[config.mk]
export PLATFORM = sky130hd
export DESIGN_NAME = psr_supervisor
export DESIGN_NICKNAME = d
export VERILOG_FILES = /design/src/rtl/psr_pkg.sv /design/src/rtl/psr_sync_if.sv /design/src/rtl/psr_supervisor.sv /design/src/rtl/psr_sync.sv
export SDC_FILE = /design/constraint.sdc
export NUM_CORES = 1
export LEC_CHECK = 0
export BUFFER_PORTS_ARGS = -buffer_cell sky130_fd_sc_hd__buf_2
export CAP_MARGIN = 25
export CORE_MARGIN = 3
export CORE_UTILIZATION = 30
export CTS_CLUSTER_DIAMETER = 200
export DETAILED_ROUTE_END_ITERATION = 10
export HOLD_SLACK_MARGIN = 0.03
export RECOVER_POWER = 25
export SYNTH_ARGS = -nofsm -noshare
export SYNTH_HDL_FRONTEND = slang
export SYNTH_SLANG_ARGS = --single-unit
[constraint.sdc]
create_clock -name CLOCK_IN -period 5.9 [get_ports CLOCK_IN]
set_clock_uncertainty 0.1 [all_clocks]
set_input_delay 0.59 -clock CLOCK_IN [delete_from_list [all_inputs] [get_ports CLOCK_IN]]
set_output_delay 0.59 -clock CLOCK_IN [all_outputs]
set_load 0.02 [all_outputs]
[src/rtl/psr_pkg.sv]
/*
  constants for the supervisor: timing figures and derived cycle counts.
  assumes a 40 MHz system clock feeding every counter.
*/
package psr_pkg;
  // clock rate in hz
  localparam longint CLOCK_HZ          = 40000000;
  // reset stretch, microseconds (130 ms)
  localparam longint RESET_STRETCH_US  = 130000;
  // interrupt pulse width, microseconds
  localparam longint INT_PULSE_US      = 200;
  // sense filter time, microseconds
  localparam longint SENSE_FILTER_US   = 5;
  // watchdog minimum timeout, microseconds (1 second)
  localparam longint WATCHDOG_US       = 1000000;
  // pushbutton debounce time, microseconds
  localparam longint DEBOUNCE_US       = 1;
  // least times round up to whole cycles
  localparam longint RESET_STRETCH_CYC = (RESET_STRETCH_US * CLOCK_HZ + 999999) / 1000000;
  localparam longint INT_PULSE_CYC     = (INT_PULSE_US * CLOCK_HZ + 999999) / 1000000;
  localparam longint SENSE_FILTER_CYC  = (SENSE_FILTER_US * CLOCK_HZ + 999999) / 1000000;
  localparam longint WATCHDOG_CYC      = (WATCHDOG_US * CLOCK_HZ + 999999) / 1000000;
  localparam longint DEBOUNCE_CYC      = (DEBOUNCE_US * CLOCK_HZ + 999999) / 1000000;
  // counter width, wide enough for the one second count
  localparam int     CNT_W             = 26;
  // state of the reset sequencer
  typedef enum logic [1:0] {PSR_HOLD, PSR_STRETCH, PSR_RUN} psr_rst_state_type;
endpackage : psr_pkg

[src/rtl/psr_sync_if.sv]
/*
  interface carrying synchronised input levels from the synchroniser to the core.
  assumes one clock domain.
*/
`timescale 1ns/1ps
interface psr_sync_if;
  logic supply_ok;        // supply above supply_trip_level
  logic sense_low;        // sense below sense_trip_level
  logic manual_reset_n;   // pushbutton level, active low
  logic watchdog_kick_n;  // strobe level
  modport producer (output supply_ok, output sense_low, output manual_reset_n, output watchdog_kick_n);
  modport consumer (input supply_ok, input sense_low, input manual_reset_n, input watchdog_kick_n);
endinterface : psr_sync_if

[src/rtl/psr_supervisor.sv]
/*
  processor supervisor: reset stretcher, pushbutton debounce, filtered
  early-warning interrupt and a strobed watchdog.
  assumes the comparators are outside and give digital levels; all timing
  comes from the 40 MHz clock.
*/
`timescale 1ns/1ps
module psr_supervisor #(
  parameter longint RESET_CYC    = psr_pkg::RESET_STRETCH_CYC,
  parameter longint WATCHDOG_CYC = psr_pkg::WATCHDOG_CYC
) (
  input  wire logic CLOCK_IN,
  input  wire logic RSTN_IN,
  input  wire logic SUPPLY_OK_IN,
  input  wire logic SENSE_LOW_IN,
  input  wire logic MANUAL_RESET_N_IN,
  input  wire logic WATCHDOG_KICK_N_IN,
  output logic      RESET_N_OUT,
  output logic      RESET_OUT,
  output logic      INTERRUPT_N_OUT,
  output logic      WATCHDOG_TIMEOUT_N_OUT
);
  localparam int W = psr_pkg::CNT_W;

  psr_sync_if sync_bus ();

  // true when a counter has reached its terminal count
  function automatic logic reached(input logic [W-1:0] cnt, input longint limit);
    reached = ({{(64-W){1'b0}}, cnt} >= (limit - 1));
  endfunction : reached

  psr_sync u_sync (
    .clock_in           (CLOCK_IN),
    .rstn_in            (RSTN_IN),
    .supply_ok_in       (SUPPLY_OK_IN),
    .sense_low_in       (SENSE_LOW_IN),
    .manual_reset_n_in  (MANUAL_RESET_N_IN),
    .watchdog_kick_n_in (WATCHDOG_KICK_N_IN),
    .sync_bus           (sync_bus.producer)
  );

  // pushbutton debounce state
  logic         button_down;       // debounced pushbutton pressed
  logic [W-1:0] db_cnt;            // stable-level counter
  logic         next_button_down;
  logic [W-1:0] next_db_cnt;

  // debounce: the level must differ from the accepted one long enough
  always_comb begin
    next_button_down = button_down;
    next_db_cnt      = '0;
    if ((~sync_bus.manual_reset_n) != button_down) begin
      next_db_cnt = db_cnt + W'(1);
      if (reached(db_cnt, psr_pkg::DEBOUNCE_CYC)) begin
        next_button_down = ~sync_bus.manual_reset_n;
        next_db_cnt      = '0;
      end
    end
    if (!RSTN_IN) begin
      next_button_down = 1'b0;
      next_db_cnt      = '0;
    end
  end

  always_ff @(posedge CLOCK_IN) begin
    button_down <= next_button_down;
    db_cnt      <= next_db_cnt;
  end

  // reset sequencer state
  psr_pkg::psr_rst_state_type rst_state;
  psr_pkg::psr_rst_state_type next_rst_state;
  logic [W-1:0] rst_cnt;          // stretch counter
  logic [W-1:0] next_rst_cnt;
  logic         next_reset_n;

  // hold while supply bad or button down, then stretch, then run
  always_comb begin
    next_rst_state = rst_state;
    next_rst_cnt   = '0;
    case (rst_state)
      psr_pkg::PSR_HOLD: begin
        if (sync_bus.supply_ok && !button_down) begin
          next_rst_state = psr_pkg::PSR_STRETCH;
        end
      end
      psr_pkg::PSR_STRETCH: begin
        next_rst_cnt = rst_cnt + W'(1);
        if (reached(rst_cnt, RESET_CYC)) begin
          next_rst_state = psr_pkg::PSR_RUN;
          next_rst_cnt   = '0;
        end
      end
      psr_pkg::PSR_RUN: begin
        next_rst_state = psr_pkg::PSR_RUN;
      end
      default: begin
        next_rst_state = psr_pkg::PSR_HOLD;
      end
    endcase
    if (!sync_bus.supply_ok || button_down) begin
      next_rst_state = psr_pkg::PSR_HOLD;
      next_rst_cnt   = '0;
    end
    if (!RSTN_IN) begin
      next_rst_state = psr_pkg::PSR_HOLD;
      next_rst_cnt   = '0;
    end
    // reset outputs stay active until the run state
    next_reset_n = (next_rst_state == psr_pkg::PSR_RUN);
  end

  always_ff @(posedge CLOCK_IN) begin
    rst_state   <= next_rst_state;
    rst_cnt     <= next_rst_cnt;
    RESET_N_OUT <= next_reset_n;
    RESET_OUT   <= ~next_reset_n;
  end

  // early-warning interrupt state
  logic [W-1:0] filt_cnt;          // below-trip dwell counter
  logic [W-1:0] pulse_cnt;         // interrupt pulse counter
  logic         pulse_on;          // interrupt active
  logic         armed;             // allowed to fire again after sense recovers
  logic [W-1:0] next_filt_cnt;
  logic [W-1:0] next_pulse_cnt;
  logic         next_pulse_on;
  logic         next_armed;

  // one pulse per excursion; re-armed when sense goes back above trip
  always_comb begin
    next_filt_cnt  = '0;
    next_pulse_cnt = '0;
    next_pulse_on  = pulse_on;
    next_armed     = armed;
    if (!sync_bus.sense_low) begin
      next_armed = 1'b1;
    end
    if (sync_bus.sense_low && sync_bus.supply_ok && armed && !pulse_on) begin
      next_filt_cnt = filt_cnt + W'(1);
      if (reached(filt_cnt, psr_pkg::SENSE_FILTER_CYC)) begin
        next_pulse_on = 1'b1;
        next_armed    = 1'b0;
        next_filt_cnt = '0;
      end
    end
    if (pulse_on) begin
      next_pulse_cnt = pulse_cnt + W'(1);
      if (reached(pulse_cnt, psr_pkg::INT_PULSE_CYC)) begin
        next_pulse_on  = 1'b0;
        next_pulse_cnt = '0;
      end
    end
    if (!RSTN_IN) begin
      next_filt_cnt  = '0;
      next_pulse_cnt = '0;
      next_pulse_on  = 1'b0;
      next_armed     = 1'b1;
    end
  end

  always_ff @(posedge CLOCK_IN) begin
    filt_cnt        <= next_filt_cnt;
    pulse_cnt       <= next_pulse_cnt;
    pulse_on        <= next_pulse_on;
    armed           <= next_armed;
    INTERRUPT_N_OUT <= ~next_pulse_on;
  end

  // watchdog state
  logic [W-1:0] wd_cnt;            // timeout counter
  logic [W-1:0] wds_cnt;           // status pulse counter
  logic         wds_on;            // status active
  logic         kick_prev;         // previous strobe level for edge detect
  logic [W-1:0] next_wd_cnt;
  logic [W-1:0] next_wds_cnt;
  logic         next_wds_on;
  logic         next_kick_prev;

  // strobe edges are looked for on the synchronised level only
  always_comb begin
    next_wd_cnt    = wd_cnt + W'(1);
    next_wds_cnt   = '0;
    next_wds_on    = wds_on;
    next_kick_prev = sync_bus.watchdog_kick_n;
    if (kick_prev && !sync_bus.watchdog_kick_n) begin
      next_wd_cnt = '0;
    end else if (reached(wd_cnt, WATCHDOG_CYC)) begin
      next_wd_cnt = '0;
      next_wds_on = 1'b1;
    end
    if (wds_on) begin
      next_wds_cnt = wds_cnt + W'(1);
      if (reached(wds_cnt, RESET_CYC)) begin
        next_wds_on  = 1'b0;
        next_wds_cnt = '0;
      end
    end
    if (!RESET_N_OUT || !RSTN_IN) begin
      next_wd_cnt  = '0;
      next_wds_cnt = '0;
      next_wds_on  = 1'b0;
    end
    if (!RSTN_IN) begin
      next_kick_prev = 1'b1;
    end
  end

  always_ff @(posedge CLOCK_IN) begin
    wd_cnt                 <= next_wd_cnt;
    wds_cnt                <= next_wds_cnt;
    wds_on                 <= next_wds_on;
    kick_prev              <= next_kick_prev;
    WATCHDOG_TIMEOUT_N_OUT <= ~next_wds_on;
  end
endmodule : psr_supervisor

[src/rtl/psr_sync.sv]
/*
  two-flop synchronisers for the four asynchronous inputs.
  assumes a single clock; reset is synchronous, active low.
*/
`timescale 1ns/1ps
module psr_sync (
  input  wire logic      clock_in,
  input  wire logic      rstn_in,
  input  wire logic      supply_ok_in,
  input  wire logic      sense_low_in,
  input  wire logic      manual_reset_n_in,
  input  wire logic      watchdog_kick_n_in,
  psr_sync_if.producer   sync_bus
);
  logic [3:0] stage1;       // first flops, read only by stage2
  logic [3:0] stage2;       // second flops, safe to use
  logic [3:0] next_stage1;
  logic [3:0] next_stage2;

  // next values; reset leaves supply bad and pins idle high
  always_comb begin
    next_stage1 = {watchdog_kick_n_in, manual_reset_n_in, sense_low_in, supply_ok_in};
    next_stage2 = stage1;
    if (!rstn_in) begin
      next_stage1 = 4'hC;
      next_stage2 = 4'hC;
    end
  end

  always_ff @(posedge clock_in) begin
    stage1 <= next_stage1;
    stage2 <= next_stage2;
  end

  assign sync_bus.supply_ok       = stage2[0];
  assign sync_bus.sense_low       = stage2[1];
  assign sync_bus.manual_reset_n  = stage2[2];
  assign sync_bus.watchdog_kick_n = stage2[3];
endmodule : psr_sync

; ---- Word-level counts from Yosys, hierarchy flattened
; Cells that the tools add are included.
[word_totals]
latchBits = 0
reg_bits = 175
ramBits = 0
inputBits = 6
romBits = 0
memories = 0
out_inout_bits = 4
[op_classes]
mux = 18
reduce_logical = 21
mul = 0
magnitude_cmp = 6
shifts = 0
n_bitwise = 10
div = 0
n_eq_ne = 4
addsub = 6
[ops]
columns = operator, count
row1 = $add A26 B1 Y26 const B, 6
row2 = $ge A26 B23 Y1 const B, 2
row3 = $ge A26 B13 Y1 const B, 1
row4 = $ge A26 B26 Y1 const B, 1
row5 = $ge A26 B6 Y1 const B, 1
row6 = $ge A26 B8 Y1 const B, 1
row7 = $reduce_or A3 Y1, 5
row8 = $mux W1, 13
row9 = $not A1 Y1, 10
row10 = $mux W2, 4
row11 = $logic_not A1 Y1, 6
row12 = $pmux W2 S3, 1
row13 = $logic_and A1 B1 Y1, 5
row14 = $eq A2 B2 Y1 const B, 2
row15 = $reduce_or A4 Y1, 1
row16 = $eq A2 B1 Y1 const B, 1
row17 = $logic_not A2 Y1, 1
row18 = $logic_or A1 B1 Y1, 2
row19 = $reduce_and A2 Y1, 1
row20 = $ne A1 B1 Y1, 1

; ---- Logic depth before layout (Yosys ltp)
[logic_depth]
word_depth = 8
depth_mapped = 7

; ---- Modules after synthesis
; From an unflattened synthesis, not the netlist that was laid out.
[hier_totals]
cells_unflattened = 625
hier_area_um2 = 6197.2
[by_module_without_submodules]
columns = mod, area_per_inst_um2, instances, seq_area_each_um2, cells_each
row1 = psr_supervisor, 5987.0, 1, 3343.2, 609
row2 = psr_sync, 210.2, 1, 160.2, 16

; ---- Least setup slack after synthesis
; No wires, ideal clock.
[synth_path]
kind = flip-flop to flip-flop
start = reg rst_cnt[0]
end = reg rst_cnt[22]
period_less_slack_ns = 2.167
n_path_buf = 2
stages_incl_launch_ff = 8
setup_time_ns = 0.079
path_slack_ns = 3.733
t_required_ns = 5.721
t_arrival_ns = 1.988
path_cell_list = dfxtp_1 > ha_1 > clkbuf_1 > nand4_1 > or4_1 > buf_2 > or3_1 > a211oi_2
[synth_between]
elab_chain_cells = 2
elab_cells_between_ends = 3
[synth_rtl]
columns = item, line_no
row1 = start: declaration, psr_supervisor.sv:73  ; logic [W-1:0] rst_cnt;
row2 = start signal: assignment, psr_supervisor.sv:115  ; rst_cnt <= next_rst_cnt;
row3 = $ge A26 B23 Y1, psr_supervisor.sv:29  ; reached = ({{(64-W){1'b0}}, cnt} >= (limit - 1));
row4 = $reduce_or A4 Y1 (no line), -
; Several ways; a longest one is shown, not always the timed one.
; A chain may end at the register's enable or synchronous reset.

; ---- Final worst setup path
[layout_path]
start = reg rst_cnt[0]
end = reg rst_state[0]
[layout_between]
elab_chain_cells = 5
[layout_rtl]
columns = item, line_no
row1 = $ge A26 B23 Y1, psr_supervisor.sv:29
row2 = $mux W2, psr_supervisor.sv:89  ; if (reached(rst_cnt, RESET_CYC)) begin
row3 = $pmux W2 S3, psr_supervisor.sv:81  ; case (rst_state)
row4 = $mux W2, psr_supervisor.sv:101  ; if (!sync_bus.supply_ok || button_down) begin
row5 = $mux W2, psr_supervisor.sv:105  ; if (!RSTN_IN) begin
row6 = named net next_rst_state[0], psr_supervisor.sv:72  ; psr_pkg::psr_rst_state_type next_rst_state;
row7 = end signal: assignment, psr_supervisor.sv:114  ; rst_state <= next_rst_state;
row8 = end: declaration, psr_supervisor.sv:71  ; psr_pkg::psr_rst_state_type rst_state;
; The timed path passes the listed nets, and every way through them passes these cells.

==> out/metrics.yaml <==
outcome: "finished clean"
die_w_microns: 154
yosysUniqueCellTypes: 55
drt-pass1-iter-count: 5
worstSetupPathType: "flip-flop to flip-flop"
relSlewSlack_pct: 37.2
yosys.area.top_type: "dfxtp_1"
postCtsHoldBufs: 0
worstMarginPinSlew_ps: 941
dpl_worst_slack_ps: 3420
ys_top_cells_by_area: "dfxtp_1 54%, xnor2_1 4.8%, nor3_1 4.3%"
cts_resized: 0
cp_max_fo: 17
ys_ff_latch: 175
gp_congestion: 0.743
grt_max_degree: 27
gr-total-overflow: 0
htreeDepth: 4
final_common_cell: "dfxtp_1"
clock_sinks: 175
port_buffers: 9
layout_common_cells: "175 x dfxtp_1, 57 x conb_1, 56 x nor3_1"
r2r_slack_ps: 3520
drc: 0
nNetsFinal: 736
cp-end-kind: "flip-flop"
max_clock_freq_mhz: 420
pin_count: 10
r2r-end: "rst_state[0]"
place_area_sq_mm: 0.00705
hold_class: "input pin to flip-flop"
period_needed_ps: 2380
fin_crit_sh_pct: 40.3
antenna_found_initial: 0
power_density_mw_per_mm2: 300
setup_tns_ps: 0
drt_iter0_drc: 198
hpwlAfterDp_mm: 7.66
grt_busiest_layer: "met2"
min-delay-start: "SENSE_LOW_IN"
hold_violations: 0
routed_via_density: 4.63
clk_pin_slew_ps: 70
final_area_sq_mm: 0.00762
peakVddDrop_uv: 199
ys.flop_type: "dfxtp_1"
grt_usage_pct: 10.2
cts-buffers-inserted: 17
postCtsSetupRepairBufs: 0
min_to: "u_sync.stage1[1]"
clockBufferDepth: 2
cp_data_required_time_ps: 6100
layout-drive-gt1-share_pct: 6.65
grt_pass1_vias: 4369
antennaDiodeCount: 0
holdPathStages: 2
setup_violations: 0
async_flop_share_pct: 0
p_leak_nw: 2.52
synth.yosys.seq_area_share_pct: 53.6
wl_per_cell_microns: 11.4
cts_tree: "yes"
syn_area_sq_mm: 0.00653
critPathLaunchType: "flip-flop"
r2r_start: "rst_cnt[0]"
core-area_sq_mm: 0.0212
syn_inst: 662
grt_pass1_wl_mm: 20.0
clockRootBuffer: "clkbuf_16"
synth_warnings: 0
area.growth.synth_to_final_pct: 16.7
clk_latency_ps: 430
antenna_left: 0
synth_edf_count: 0
rows: 53
avgSynthCellArea_sq_um: 9.87
rsz0062_at_grt: "no"
grtUsageMet2_pct: 15.9
wirelength_mm: 11.6
dieHeight_microns: 154
synth_top_area_share_pct: 53.6
dieArea_sq_mm: 0.0236
grt_use_met3_pct: 3.43
arrival_ps: 2580
use_met1_pct: 12.9
num_vias: 4683
start_util_pct: 30.8
reg2reg_depth: 5
slew_viol_final: 0
maxCapViolCount: 0
timing.final.ws_setup_ps: 3520
-- registers in the layout, summed over array words and instances (netlist names) --
name and cells:
kick_prev 1, pulse_cnt 26, pulse_on 1, armed 1
u_sync.stage1 4, filt_cnt 26, wds_cnt 26, wd_cnt 26
INTERRUPT_N_OUT 1, rst_cnt 26, button_down 1, wds_on 1
RESET_N_OUT 1, db_cnt 26, u_sync.stage2 4, rst_state 2
RESET_OUT 1, WATCHDOG_TIMEOUT_N_OUT 1
-- power by group --
part	leakage, nW	switching, mW	internal (mW)
clock network	0.277	0.503	0.561
registers	1.43	0.00608	1.20
logic	0.806	0.00847	0.00480
-- layout make-up --
type	instances	area (sq um)
timing repair buffer	13	80.1
multi-input combinational	504	3080
clock buffer	17	425
inverter	13	48.8
sequential	175	3500
tap	275	344
fill	2136	13600
clock inverter	15	145
-- per-layer routing --
| layer | part of all wire (%) | vias to the layer above | wire length (microns) |
|---|---|---|---|
| met5 | 0 | - | 0 |
| met4 | 0.71 | 0 | 82 |
| met3 | 2.6 | 5 | 302 |
| met2 | 46 | 39 | 5340 |
| met1 | 50 | 2150 | 5840 |
| li1 | - | 2489 | - |
-- Yosys cell counts (2+ instances only) --
cell	n
o21a_1	3
and3_1	13
and4_1	6
o31ai_1	11
or3_1	15
nand2_1	39
xor2_1	27
a21oi_1	4
dfxtp_1	175
nor3_1	56
o211a_1	2
or4b_1	2
buf_4	2
a211o_1	3
nand4_1	20
o22ai_1	2
o21ai_0	15
buf_2	6
ha_1	6
clkbuf_1	17
and2_1	6
nor4b_1	2
nor4_1	17
nor2_1	40
xnor2_1	36
nand4_2	2
or4_1	17
nor3b_1	5
a21o_1	3
nand3_1	42
nand2b_1	5
nor4bb_1	2
a211oi_1	26
a211oi_2	2
inv_1	13
-- critical path, stage by stage, from the launching register on --
cell and delay, ps:
dfxtp_1 410, ha_1 350, nand4_1 140, a211oi_2 770, buf_4 370, o32ai_1 120
-- per-stage QoR --
step / utilization, % / hold slack, ps / std cells / power, mW
after CTS: 35.9 / 258 / 1011 / 2.32
after detailed placement: 33.2 / 291 / 979 / 1.25
after global routing: 35.9 / 278 / 1012 / 2.38
after global placement: 33.1 / 292 / 977 / 1.25
final: 35.9 / 281 / 1012 / 2.29
after floorplan: - / 286 / 718 / 1.25
-- logic make-up (layout without fill, tap and decap cells) --
| kind of cell | Yosys count | after routing | synth area share [%] |
|---|---|---|---|
| simple gates | 295 | 295 | 24.9 |
| xor+xnor | 63 | 63 | 8.45 |
| compound gates | 83 | 83 | 9.21 |
| other cells | 1 | 57 | 0.0574 |
| flops | 175 | 175 | 53.6 |
| buf+inv | 39 | 58 | 2.59 |
| fa+ha+maj | 6 | 6 | 1.15 |
-- worst max-delay path by stage --
stage / startpoint / to / slack [ps] / cells past startpoint
4_1_cts: rst_cnt[21] / rst_cnt[19] / 3400 / 4
6_report: rst_cnt[0] / rst_state[0] / 3520 / 5
3_5_place_dp: RSTN_IN / rst_cnt[19] / 3420 / 5
3_3_place_gp: RSTN_IN / INTERRUPT_N_OUT / 3470 / 5
5_1_grt: rst_cnt[0] / rst_state[0] / 3320 / 5
2_1_floorplan: rst_cnt[0] / rst_cnt[22] / 3730 / 7
(Power assumes the default switching activity.)
